**src/design/kms_defines.svh**
```systemverilog
/*
 * Register indices, field positions, reset values and timing figures of the
 * keypad matrix scanner.
 * Assumes a bus byte address of four times each register index.
 */
`ifndef KMS_DEFINES_SVH
`define KMS_DEFINES_SVH

// Register indices (word index, byte address = index * 4)
`define KMS_IDX_DRIVE      10'h0d1
`define KMS_IDX_SENSE      10'h0d2
`define KMS_IDX_TIMING     10'h0d3
`define KMS_IDX_CTRL       10'h0d4
`define KMS_IDX_SEQ_LO     10'h0d5
`define KMS_IDX_SEQ_HI     10'h0d6
`define KMS_IDX_DIM        10'h0d7
`define KMS_IDX_MCLK       10'h0d8

// Reset values
`define KMS_RST_DRIVE      5'h1f
`define KMS_RST_SENSE      6'h3f
`define KMS_RST_TIMING     8'h00
`define KMS_RST_SEQ_LO     8'h88
`define KMS_RST_SEQ_HI     8'h46
`define KMS_RST_DIM        8'h65
`define KMS_RST_MCLK       8'h00

// Control/status fields
`define KMS_CTRL_IRQ_EN    0
`define KMS_CTRL_DETECT    1
`define KMS_CTRL_SCAN_EN   2
// Master clock control field
`define KMS_MCLK_TICK_EN   6
// Scan timing fields
`define KMS_TIM_SCAN_LSB   0
`define KMS_TIM_DB_LSB     2

// Timing: 1 kHz tick from the 10 MHz clock
`define KMS_CLK_PERIOD_NS  100
`define KMS_TICK_PERIOD_NS 1000000
`define KMS_TICK_CYCLES    (`KMS_TICK_PERIOD_NS / `KMS_CLK_PERIOD_NS)
`define KMS_DB_STEP_MS     4

`endif

```
**src/design/kms_pkg.sv**
```systemverilog
/*
 * Types shared by the keypad matrix scanner.
 * Assumes nothing of its surroundings.
 */
package kms_pkg;
    typedef enum logic [2:0] {
        KMS_OFF,
        KMS_WAIT_PRESS,
        KMS_PRESS_DB,
        KMS_SCAN,
        KMS_WAIT_RELEASE,
        KMS_RELEASE_DB
    } kms_state_e;
endpackage

```
**src/design/kms_scanner.sv**
```systemverilog
/*
 * Keypad matrix scanner: 5 drive lines, 6 sense lines, Wishbone classic
 * register slave with 32-bit data, key-detect interrupt request.
 * Assumes sense pins are pulled up and asynchronous to clk; drive pins feed
 * the keypad columns directly. One 10 MHz clock, synchronous active-low reset.
 */
`include "kms_defines.svh"

module kms_scanner #(
    parameter int TICK_CYCLES = `KMS_TICK_CYCLES
) (
    // Clock and reset
    input  wire logic        clk,
    input  wire logic        resetn,
    // Wishbone classic slave
    input  wire logic        wb_cyc_i,
    input  wire logic        wb_stb_i,
    input  wire logic        wb_we_i,
    input  wire logic [11:0] wb_adr_i,
    input  wire logic [3:0]  wb_sel_i,
    input  wire logic [31:0] wb_dat_i,
    output logic      [31:0] wb_dat_o,
    output logic             wb_ack_o,
    // Keypad pins
    input  wire logic [5:0]  sense_n,
    output logic      [4:0]  drive_n,
    // Interrupt request
    output logic             key_irq
);

    ////////////////////////////////////////////////////////////////////////////
    // Helper functions

    // Low-active pattern with one drive line low; out-of-range leaves all high
    function automatic logic [4:0] drive_pattern(input logic [2:0] idx);
        logic [4:0] p;
        p = 5'h1f;
        if (idx < 3'h5) begin
            p[idx] = 1'b0;
        end
        return p;
    endfunction

    // Mask of the sense lines in use, count clamped to 1..6
    function automatic logic [5:0] sense_mask(input logic [2:0] n);
        logic [5:0] m;
        m = 6'h00;
        for (int i = 0; i < 6; i++) begin
            if (i < int'(n) || (i == 0)) begin
                m[i] = 1'b1;
            end
        end
        return m;
    endfunction

    // Line count clamped to 1..max
    function automatic logic [2:0] clamp_count(input logic [2:0] n, input logic [2:0] max);
        logic [2:0] c;
        c = n;
        if (n == 3'h0) begin
            c = 3'h1;
        end else if (n > max) begin
            c = max;
        end
        return c;
    endfunction

    ////////////////////////////////////////////////////////////////////////////
    // Registers and state

    kms_pkg::kms_state_e state_reg;
    kms_pkg::kms_state_e state_next;

    logic [4:0]  drive_reg;
    logic [5:0]  sense_reg;
    logic [7:0]  timing_reg;
    logic [7:0]  seq_lo_reg;
    logic [7:0]  seq_hi_reg;
    logic [7:0]  dim_reg;
    logic [7:0]  mclk_reg;
    logic        irq_en_reg;
    logic        detect_reg;
    logic        scan_en_reg;

    logic [5:0]  sense_s1_reg;
    logic [5:0]  sense_s2_reg;
    logic [5:0]  sense_s3_reg;
    logic [5:0]  sense_stable_reg;

    logic [13:0] div_reg;
    logic        tick_reg;
    logic [8:0]  tmr_reg;
    logic [2:0]  slot_reg;
    logic [2:0]  row_reg;
    logic [1:0]  hits_reg;
    logic [2:0]  hit_col_reg;
    logic [2:0]  hit_row_reg;

    ////////////////////////////////////////////////////////////////////////////
    // Bus decode

    wire         bus_req   = wb_cyc_i & wb_stb_i & ~wb_ack_o;
    wire  [9:0]  bus_idx   = wb_adr_i[11:2];
    wire         bus_wr    = bus_req & wb_we_i & wb_sel_i[0];
    wire  [7:0]  wdat      = wb_dat_i[7:0];
    wire         wr_drive  = bus_wr & (bus_idx == `KMS_IDX_DRIVE);
    wire         wr_timing = bus_wr & (bus_idx == `KMS_IDX_TIMING);
    wire         wr_ctrl   = bus_wr & (bus_idx == `KMS_IDX_CTRL);
    wire         wr_seq_lo = bus_wr & (bus_idx == `KMS_IDX_SEQ_LO);
    wire         wr_seq_hi = bus_wr & (bus_idx == `KMS_IDX_SEQ_HI);
    wire         wr_dim    = bus_wr & (bus_idx == `KMS_IDX_DIM);
    wire         wr_mclk   = bus_wr & (bus_idx == `KMS_IDX_MCLK);

    wire  [7:0]  ctrl_view = {5'h00, scan_en_reg, detect_reg, irq_en_reg};
    wire  [7:0]  rd_byte   =
        (bus_idx == `KMS_IDX_DRIVE)  ? {3'h0, drive_reg} :
        (bus_idx == `KMS_IDX_SENSE)  ? {2'h0, sense_reg} :
        (bus_idx == `KMS_IDX_TIMING) ? timing_reg :
        (bus_idx == `KMS_IDX_CTRL)   ? ctrl_view :
        (bus_idx == `KMS_IDX_SEQ_LO) ? seq_lo_reg :
        (bus_idx == `KMS_IDX_SEQ_HI) ? seq_hi_reg :
        (bus_idx == `KMS_IDX_DIM)    ? dim_reg :
        (bus_idx == `KMS_IDX_MCLK)   ? mclk_reg : 8'h00;

    ////////////////////////////////////////////////////////////////////////////
    // Scan configuration

    wire  [15:0] seq_word   = {seq_hi_reg, seq_lo_reg};
    wire  [2:0]  n_cols     = clamp_count(dim_reg[2:0], 3'h5);
    wire  [2:0]  n_rows     = clamp_count(dim_reg[6:4], 3'h6);
    wire  [5:0]  row_mask   = sense_mask(n_rows);
    wire  [2:0]  cur_col    = seq_word[slot_reg * 3 +: 3];
    wire  [1:0]  sct_field  = timing_reg[`KMS_TIM_SCAN_LSB +: 2];
    wire  [5:0]  dbt_field  = timing_reg[`KMS_TIM_DB_LSB +: 6];
    wire  [8:0]  scan_ticks = (sct_field == 2'h0) ? 9'h004 : {7'h00, sct_field};
    wire  [8:0]  db_ticks   = {(dbt_field == 6'h00), dbt_field, 2'b00};
    wire  [8:0]  tmr_inc    = tmr_reg + 9'h001;
    wire         db_done    = tick_reg & (tmr_inc == db_ticks);
    wire         check_due  = tick_reg & (tmr_inc == scan_ticks);
    wire         any_low    = |(~sense_stable_reg & row_mask);
    wire         this_hit   = ~sense_stable_reg[row_reg];
    wire         last_row   = (row_reg == n_rows - 3'h1);
    wire         last_slot  = (slot_reg == n_cols - 3'h1);
    wire  [1:0]  hits_new   = (this_hit && hits_reg != 2'h2) ? hits_reg + 2'h1 : hits_reg;
    wire         scan_end   = (state_reg == kms_pkg::KMS_SCAN) & check_due
                              & last_row & last_slot;
    wire         key_valid  = scan_end & (hits_new == 2'h1);
    wire  [2:0]  valid_col  = this_hit ? cur_col : hit_col_reg;
    wire  [2:0]  valid_row  = this_hit ? row_reg : hit_row_reg;
    wire  [5:0]  valid_pat  = ~(6'h01 << valid_row);

    ////////////////////////////////////////////////////////////////////////////
    // Drive pin value

    wire  [4:0]  drive_next =
        (!scan_en_reg || state_reg == kms_pkg::KMS_OFF) ? drive_reg :
        (state_reg == kms_pkg::KMS_SCAN) ? drive_pattern(cur_col) : 5'h00;

    ////////////////////////////////////////////////////////////////////////////
    // Scanner state machine

    always_comb begin
        state_next = state_reg;
        case (state_reg)
            kms_pkg::KMS_OFF: begin
                if (scan_en_reg) begin
                    state_next = kms_pkg::KMS_WAIT_PRESS;
                end
            end
            kms_pkg::KMS_WAIT_PRESS: begin
                if (any_low) begin
                    state_next = kms_pkg::KMS_PRESS_DB;
                end
            end
            kms_pkg::KMS_PRESS_DB: begin
                if (db_done) begin
                    state_next = any_low ? kms_pkg::KMS_SCAN
                                         : kms_pkg::KMS_WAIT_PRESS;
                end
            end
            kms_pkg::KMS_SCAN: begin
                if (scan_end) begin
                    state_next = kms_pkg::KMS_WAIT_RELEASE;
                end
            end
            kms_pkg::KMS_WAIT_RELEASE: begin
                if (!any_low) begin
                    state_next = kms_pkg::KMS_RELEASE_DB;
                end
            end
            kms_pkg::KMS_RELEASE_DB: begin
                if (db_done && !any_low) begin
                    state_next = kms_pkg::KMS_WAIT_PRESS;
                end
            end
            default: begin
                state_next = kms_pkg::KMS_OFF;
            end
        endcase
        if (!scan_en_reg) begin
            state_next = kms_pkg::KMS_OFF;
        end
    end

    always_ff @(posedge clk) begin
        if (!resetn) begin
            state_reg <= kms_pkg::KMS_OFF;
        end else begin
            state_reg <= state_next;
        end
    end

    ////////////////////////////////////////////////////////////////////////////
    // Sense pin synchroniser, stable once second and third stages agree

    always_ff @(posedge clk) begin
        if (!resetn) begin
            sense_s1_reg     <= 6'h3f;
            sense_s2_reg     <= 6'h3f;
            sense_s3_reg     <= 6'h3f;
            sense_stable_reg <= 6'h3f;
        end else begin
            sense_s1_reg <= sense_n;
            sense_s2_reg <= sense_s1_reg;
            sense_s3_reg <= sense_s2_reg;
            if (sense_s2_reg == sense_s3_reg) begin
                sense_stable_reg <= sense_s3_reg;
            end
        end
    end

    ////////////////////////////////////////////////////////////////////////////
    // 1 kHz tick, gated by the tick enable

    always_ff @(posedge clk) begin
        if (!resetn) begin
            div_reg  <= 14'h0000;
            tick_reg <= 1'b0;
        end else if (!mclk_reg[`KMS_MCLK_TICK_EN]) begin
            div_reg  <= 14'h0000;
            tick_reg <= 1'b0;
        end else if (div_reg == 14'(TICK_CYCLES - 1)) begin
            div_reg  <= 14'h0000;
            tick_reg <= 1'b1;
        end else begin
            div_reg  <= div_reg + 14'h0001;
            tick_reg <= 1'b0;
        end
    end

    ////////////////////////////////////////////////////////////////////////////
    // Debounce and scan interval timer

    always_ff @(posedge clk) begin
        if (!resetn || state_next != state_reg) begin
            tmr_reg <= 9'h000;
        end else if (db_done && state_reg != kms_pkg::KMS_SCAN) begin
            tmr_reg <= 9'h000;
        end else if (check_due && state_reg == kms_pkg::KMS_SCAN) begin
            tmr_reg <= 9'h000;
        end else if (tick_reg) begin
            tmr_reg <= tmr_inc;
        end
    end

    ////////////////////////////////////////////////////////////////////////////
    // Scan position and hit collection

    always_ff @(posedge clk) begin
        if (!resetn || state_reg != kms_pkg::KMS_SCAN) begin
            slot_reg    <= 3'h0;
            row_reg     <= 3'h0;
            hits_reg    <= 2'h0;
            hit_col_reg <= 3'h0;
            hit_row_reg <= 3'h0;
        end else if (check_due) begin
            hits_reg <= hits_new;
            if (this_hit) begin
                hit_col_reg <= cur_col;
                hit_row_reg <= row_reg;
            end
            if (last_row) begin
                row_reg  <= 3'h0;
                slot_reg <= slot_reg + 3'h1;
            end else begin
                row_reg <= row_reg + 3'h1;
            end
        end
    end

    ////////////////////////////////////////////////////////////////////////////
    // Software registers

    always_ff @(posedge clk) begin
        if (!resetn) begin
            timing_reg  <= `KMS_RST_TIMING;
            seq_lo_reg  <= `KMS_RST_SEQ_LO;
            seq_hi_reg  <= `KMS_RST_SEQ_HI;
            dim_reg     <= `KMS_RST_DIM;
            mclk_reg    <= `KMS_RST_MCLK;
            irq_en_reg  <= 1'b0;
            scan_en_reg <= 1'b0;
        end else begin
            if (wr_timing) begin
                timing_reg <= wdat;
            end
            if (wr_seq_lo) begin
                seq_lo_reg <= wdat;
            end
            if (wr_seq_hi) begin
                seq_hi_reg <= wdat;
            end
            if (wr_dim) begin
                dim_reg <= wdat;
            end
            if (wr_mclk) begin
                mclk_reg <= wdat;
            end
            if (wr_ctrl) begin
                irq_en_reg  <= wdat[`KMS_CTRL_IRQ_EN];
                scan_en_reg <= wdat[`KMS_CTRL_SCAN_EN];
            end
        end
    end

    // Result registers: bypass writes drive and samples sense live
    always_ff @(posedge clk) begin
        if (!resetn) begin
            drive_reg <= `KMS_RST_DRIVE;
            sense_reg <= `KMS_RST_SENSE;
        end else if (key_valid) begin
            drive_reg <= drive_pattern(valid_col);
            sense_reg <= valid_pat;
        end else begin
            if (wr_drive) begin
                drive_reg <= wdat[4:0];
            end
            if (!scan_en_reg) begin
                sense_reg <= sense_stable_reg;
            end
        end
    end

    // Detect flag: a new key wins over a clear in the same cycle
    always_ff @(posedge clk) begin
        if (!resetn) begin
            detect_reg <= 1'b0;
        end else if (key_valid) begin
            detect_reg <= 1'b1;
        end else if (wr_ctrl && !wdat[`KMS_CTRL_DETECT]) begin
            detect_reg <= 1'b0;
        end
    end

    ////////////////////////////////////////////////////////////////////////////
    // Outputs

    always_ff @(posedge clk) begin
        if (!resetn) begin
            wb_ack_o <= 1'b0;
            wb_dat_o <= 32'h0000_0000;
            drive_n  <= `KMS_RST_DRIVE;
            key_irq  <= 1'b0;
        end else begin
            wb_ack_o <= bus_req;
            wb_dat_o <= bus_req ? {24'h00_0000, rd_byte} : 32'h0000_0000;
            drive_n  <= drive_next;
            key_irq  <= detect_reg & irq_en_reg;
        end
    end

endmodule

```
**config.mk**
```make
export PLATFORM = sky130hd
export DESIGN_NAME = kms_scanner
export DESIGN_NICKNAME = d
export VERILOG_FILES = /design/src/design/kms_pkg.sv /design/src/design/kms_scanner.sv
export VERILOG_INCLUDE_DIRS = /design/src /design/src/design
export SDC_FILE = /design/constraint.sdc
export NUM_CORES = 1
export LEC_CHECK = 0
export ABC_AREA = 1
export ABC_CLOCK_PERIOD_IN_PS = 2600
export BUFFER_PORTS_ARGS = -buffer_cell sky130_fd_sc_hd__buf_2
export CAP_MARGIN = 20
export CORE_UTILIZATION = 57
export CTS_CLUSTER_SIZE = 28
export DETAILED_ROUTE_END_ITERATION = 12
export MAX_ROUTING_LAYER = met4
export PLACE_DENSITY = 0.83
export SKIP_LAST_GASP = 1
export SLEW_MARGIN = 20
export SYNTH_ARGS = -nofsm -noshare
export SYNTH_HDL_FRONTEND = slang
export SYNTH_SLANG_ARGS = --single-unit
```
**constraint.sdc**
```tcl
create_clock -name clk -period 2.6 [get_ports clk]
set_input_delay 0.13 -clock clk [delete_from_list [all_inputs] [get_ports clk]]
set_output_delay 0.13 -clock clk [all_outputs]
set_load 0.005 [all_outputs]
```
==> flow_metrics.tcl <==
set metrics [dict create \
    h-tree-depth 4 \
    synth_area_per_cell_um2 7.12 \
    clk_latency_ps 430 \
    ios 98 \
    routedWlPerCell_um 14.0 \
    status "finished with violations" \
    crit_fanout 9 \
    hold_viol 0 \
    required_ps 2950 \
    synth_most_common_cell "nand2_1" \
    synthCells 959 \
    slew_headroom_pct 58.7 \
    dieArea_um2 12400 \
    cts_sinks 134 \
    grt_max_degree 28 \
    start_util_pct 59.1 \
    period_share_pct 93.6 \
    hpwlAfterDp_mm 11.8 \
    rsz0062_at_grt "yes" \
    synth_cell_types 46 \
    fin_crit_ps 2430 \
    ys_seq_area_share_pct 39.3 \
    ys_warn_count 0 \
    synth_common_cells "nand2_1 (168), dfxtp_1 (134), inv_1 (130)" \
    total_power_mw 4.68 \
    design_area_um2 7960 \
    syn_to_final_growth_pct 16.6 \
    cap_violations 0 \
    num_vias 6397 \
    firstDrtPassIters 10 \
    slew_viol_final 0 \
    vdd_drop_max_mv 0.668 \
    critPathArrivalTime_ps 2780 \
    drc 5 \
    grt_pass1_vias 5848 \
    synth-edff-count 0 \
    fmax_mhz 411 \
    synth.top_cell.area_share_pct 39.3 \
    die_height_um 111 \
    die_x_um 111 \
    end_kind "flip-flop" \
    wl_mm 16.6 \
    synth_seq_cells 134 \
    finalNetCount 1099 \
    post_dp_cell_area_um2 7170 \
    yosysTopAreaCell "dfxtp_1" \
    cts-root-buf "clkbuf_16" \
    num-fill-cells 953 \
    grt_antenna_before_repair 0 \
    yosys-top-cells-area "dfxtp_1 (39%), nand2_1 (9.2%), o21ai_0 (7.8%), inv_1 (7.1%), a21oi_1 (5.5%)" \
    startpoint_type "flip-flop" \
    core_um2 11600 \
    critPathKind "reg -> reg" \
    power_per_cell_area_nw_per_um2 587 \
    finClkSkew_ps 8.41 \
    synthesis.area_um2 6830 \
    largest_reg_flops 14 \
    synthFlopType "dfxtp_1" \
    drt.antenna.violating_nets 0 \
    port_buffers 44 \
    grt_pass1_wl_mm 27.0 \
    path_clk_slew_ps 60 \
    async_reset_ff_share_pct 0 \
    gp_congestion 1.01 \
    rows 39 \
    place_inst 1140 \
    grt_usage_pct 28.5 \
    max_slew.worst_pin.slew_ps 613 \
    layout-drive-gt1-share_pct 16.3 \
    numCtsBuffers 17 \
    overflow 0 \
    violations "design-rule violations" \
    finalSetupViolCount 0 \
    fin_cells 1187 \
    clock_path_buffers 2 \
    drt_iter0_markers 584 \
    cts_tree "done" \
    hp-class "in -> reg" \
    power_leakage_nw 3.47 \
    insertedDiodeCount 0 \
    vias_per_cell 5.39 \
]
[critical path, stage by stage, from the launching register on]
cell and delay [ps]:
dfxtp_1 390, nand2_1 70, nand2_1 70, nor2_2 50, ha_1 200, xnor2_1 220, inv_1 60, nand2_1 60
nand3_1 80, nor2_1 200, nand2_2 120, o21bai_2 170, nand3_1 110, nand3_1 120, nand3_4 200, nor3_2 210
[per-stage QoR]
step	worst slack [ps]	setup TNS [ps]	hold slack [ps]	util (%)
finish	167	0	43.0	68.8
global route	-63.1	-157	50.5	68.8
CTS	50.1	0	25.3	68.2
detailed placement	135	0	318	62.0
global placement	223	0	314	62.0
floorplan	355	0	237	-
[cells in the final DEF, fill, tap and decap left out, types with 16 or more instances in the layout]
master     netlist  routed
nand2_1        168     164
dfxtp_1        134     131
inv_1          130     130
o21ai_0        107     106
a21oi_1         75      75
nor2_1          76      73
nand3_1         53      52
buf_2            4      44
conb_1           1      24
buf_4           24      22
nand2_2         13      17
o211ai_1        17      17
clkbuf_16        0      17
nor3_1          16      16
or2_2           16      16
[final cells by class]
cell class / instances / area [um2] / share of cell area, %
multi-input cells: 665 / 3490 / 43.8
clock inverters: 15 / 156 / 1.96
inverters: 134 / 505 / 6.35
repair buffers: 79 / 515 / 6.48
flip-flops and latches: 134 / 2690 / 33.8
well taps: 143 / 179 / 2.25
clock buffers: 17 / 425 / 5.34
[kinds of logic after synthesis]
group	after synthesis	share of synthesized area (%)
simple gates	382	26.6
compound gates	238	19.2
buf+inv	184	11.8
flops	134	39.3
xor+xnor	11	1.41
fa+ha+maj	9	1.65
other cells	1	0.0549
[what timing repair did]
item | CTS | global route
hold endpoints to repair | 15 | 0
hold buffers | 13 | 0
resized for setup | 0 | 18
buffers inserted | 0 | 1
setup endpoints to repair | 0 | 20
[metal layers]
metal / routed length [um] / global-route usage [%] / part of all wire [%]
met1: 7230 / 34.3 / 44
met3: 1350 / 6.97 / 8.1
met2: 7490 / 44.3 / 45
met4: 496 / 15.0 / 3.0
met5: 0 / - / 0
[where the power goes]
group,internal (mW),switching [mW]
sequential,2.08,0.0167
clock,1.41,0.931
combinational,0.0832,0.152
total,3.58,1.10
[final timing paths]
check | end | cells after the start | from | slack [ps]
worst max-delay path | tmr_reg[0] | 15 | dim_reg[1] | 170
worst min-delay path | drive_n[0] | 2 | resetn | 40
worst max register to register | tmr_reg[0] | 15 | dim_reg[1] | 170
worst min register to register | sense_s2_reg[0] | 1 | sense_s1_reg[0] | 410
Note: power is estimated with default switching activity, not from simulation.
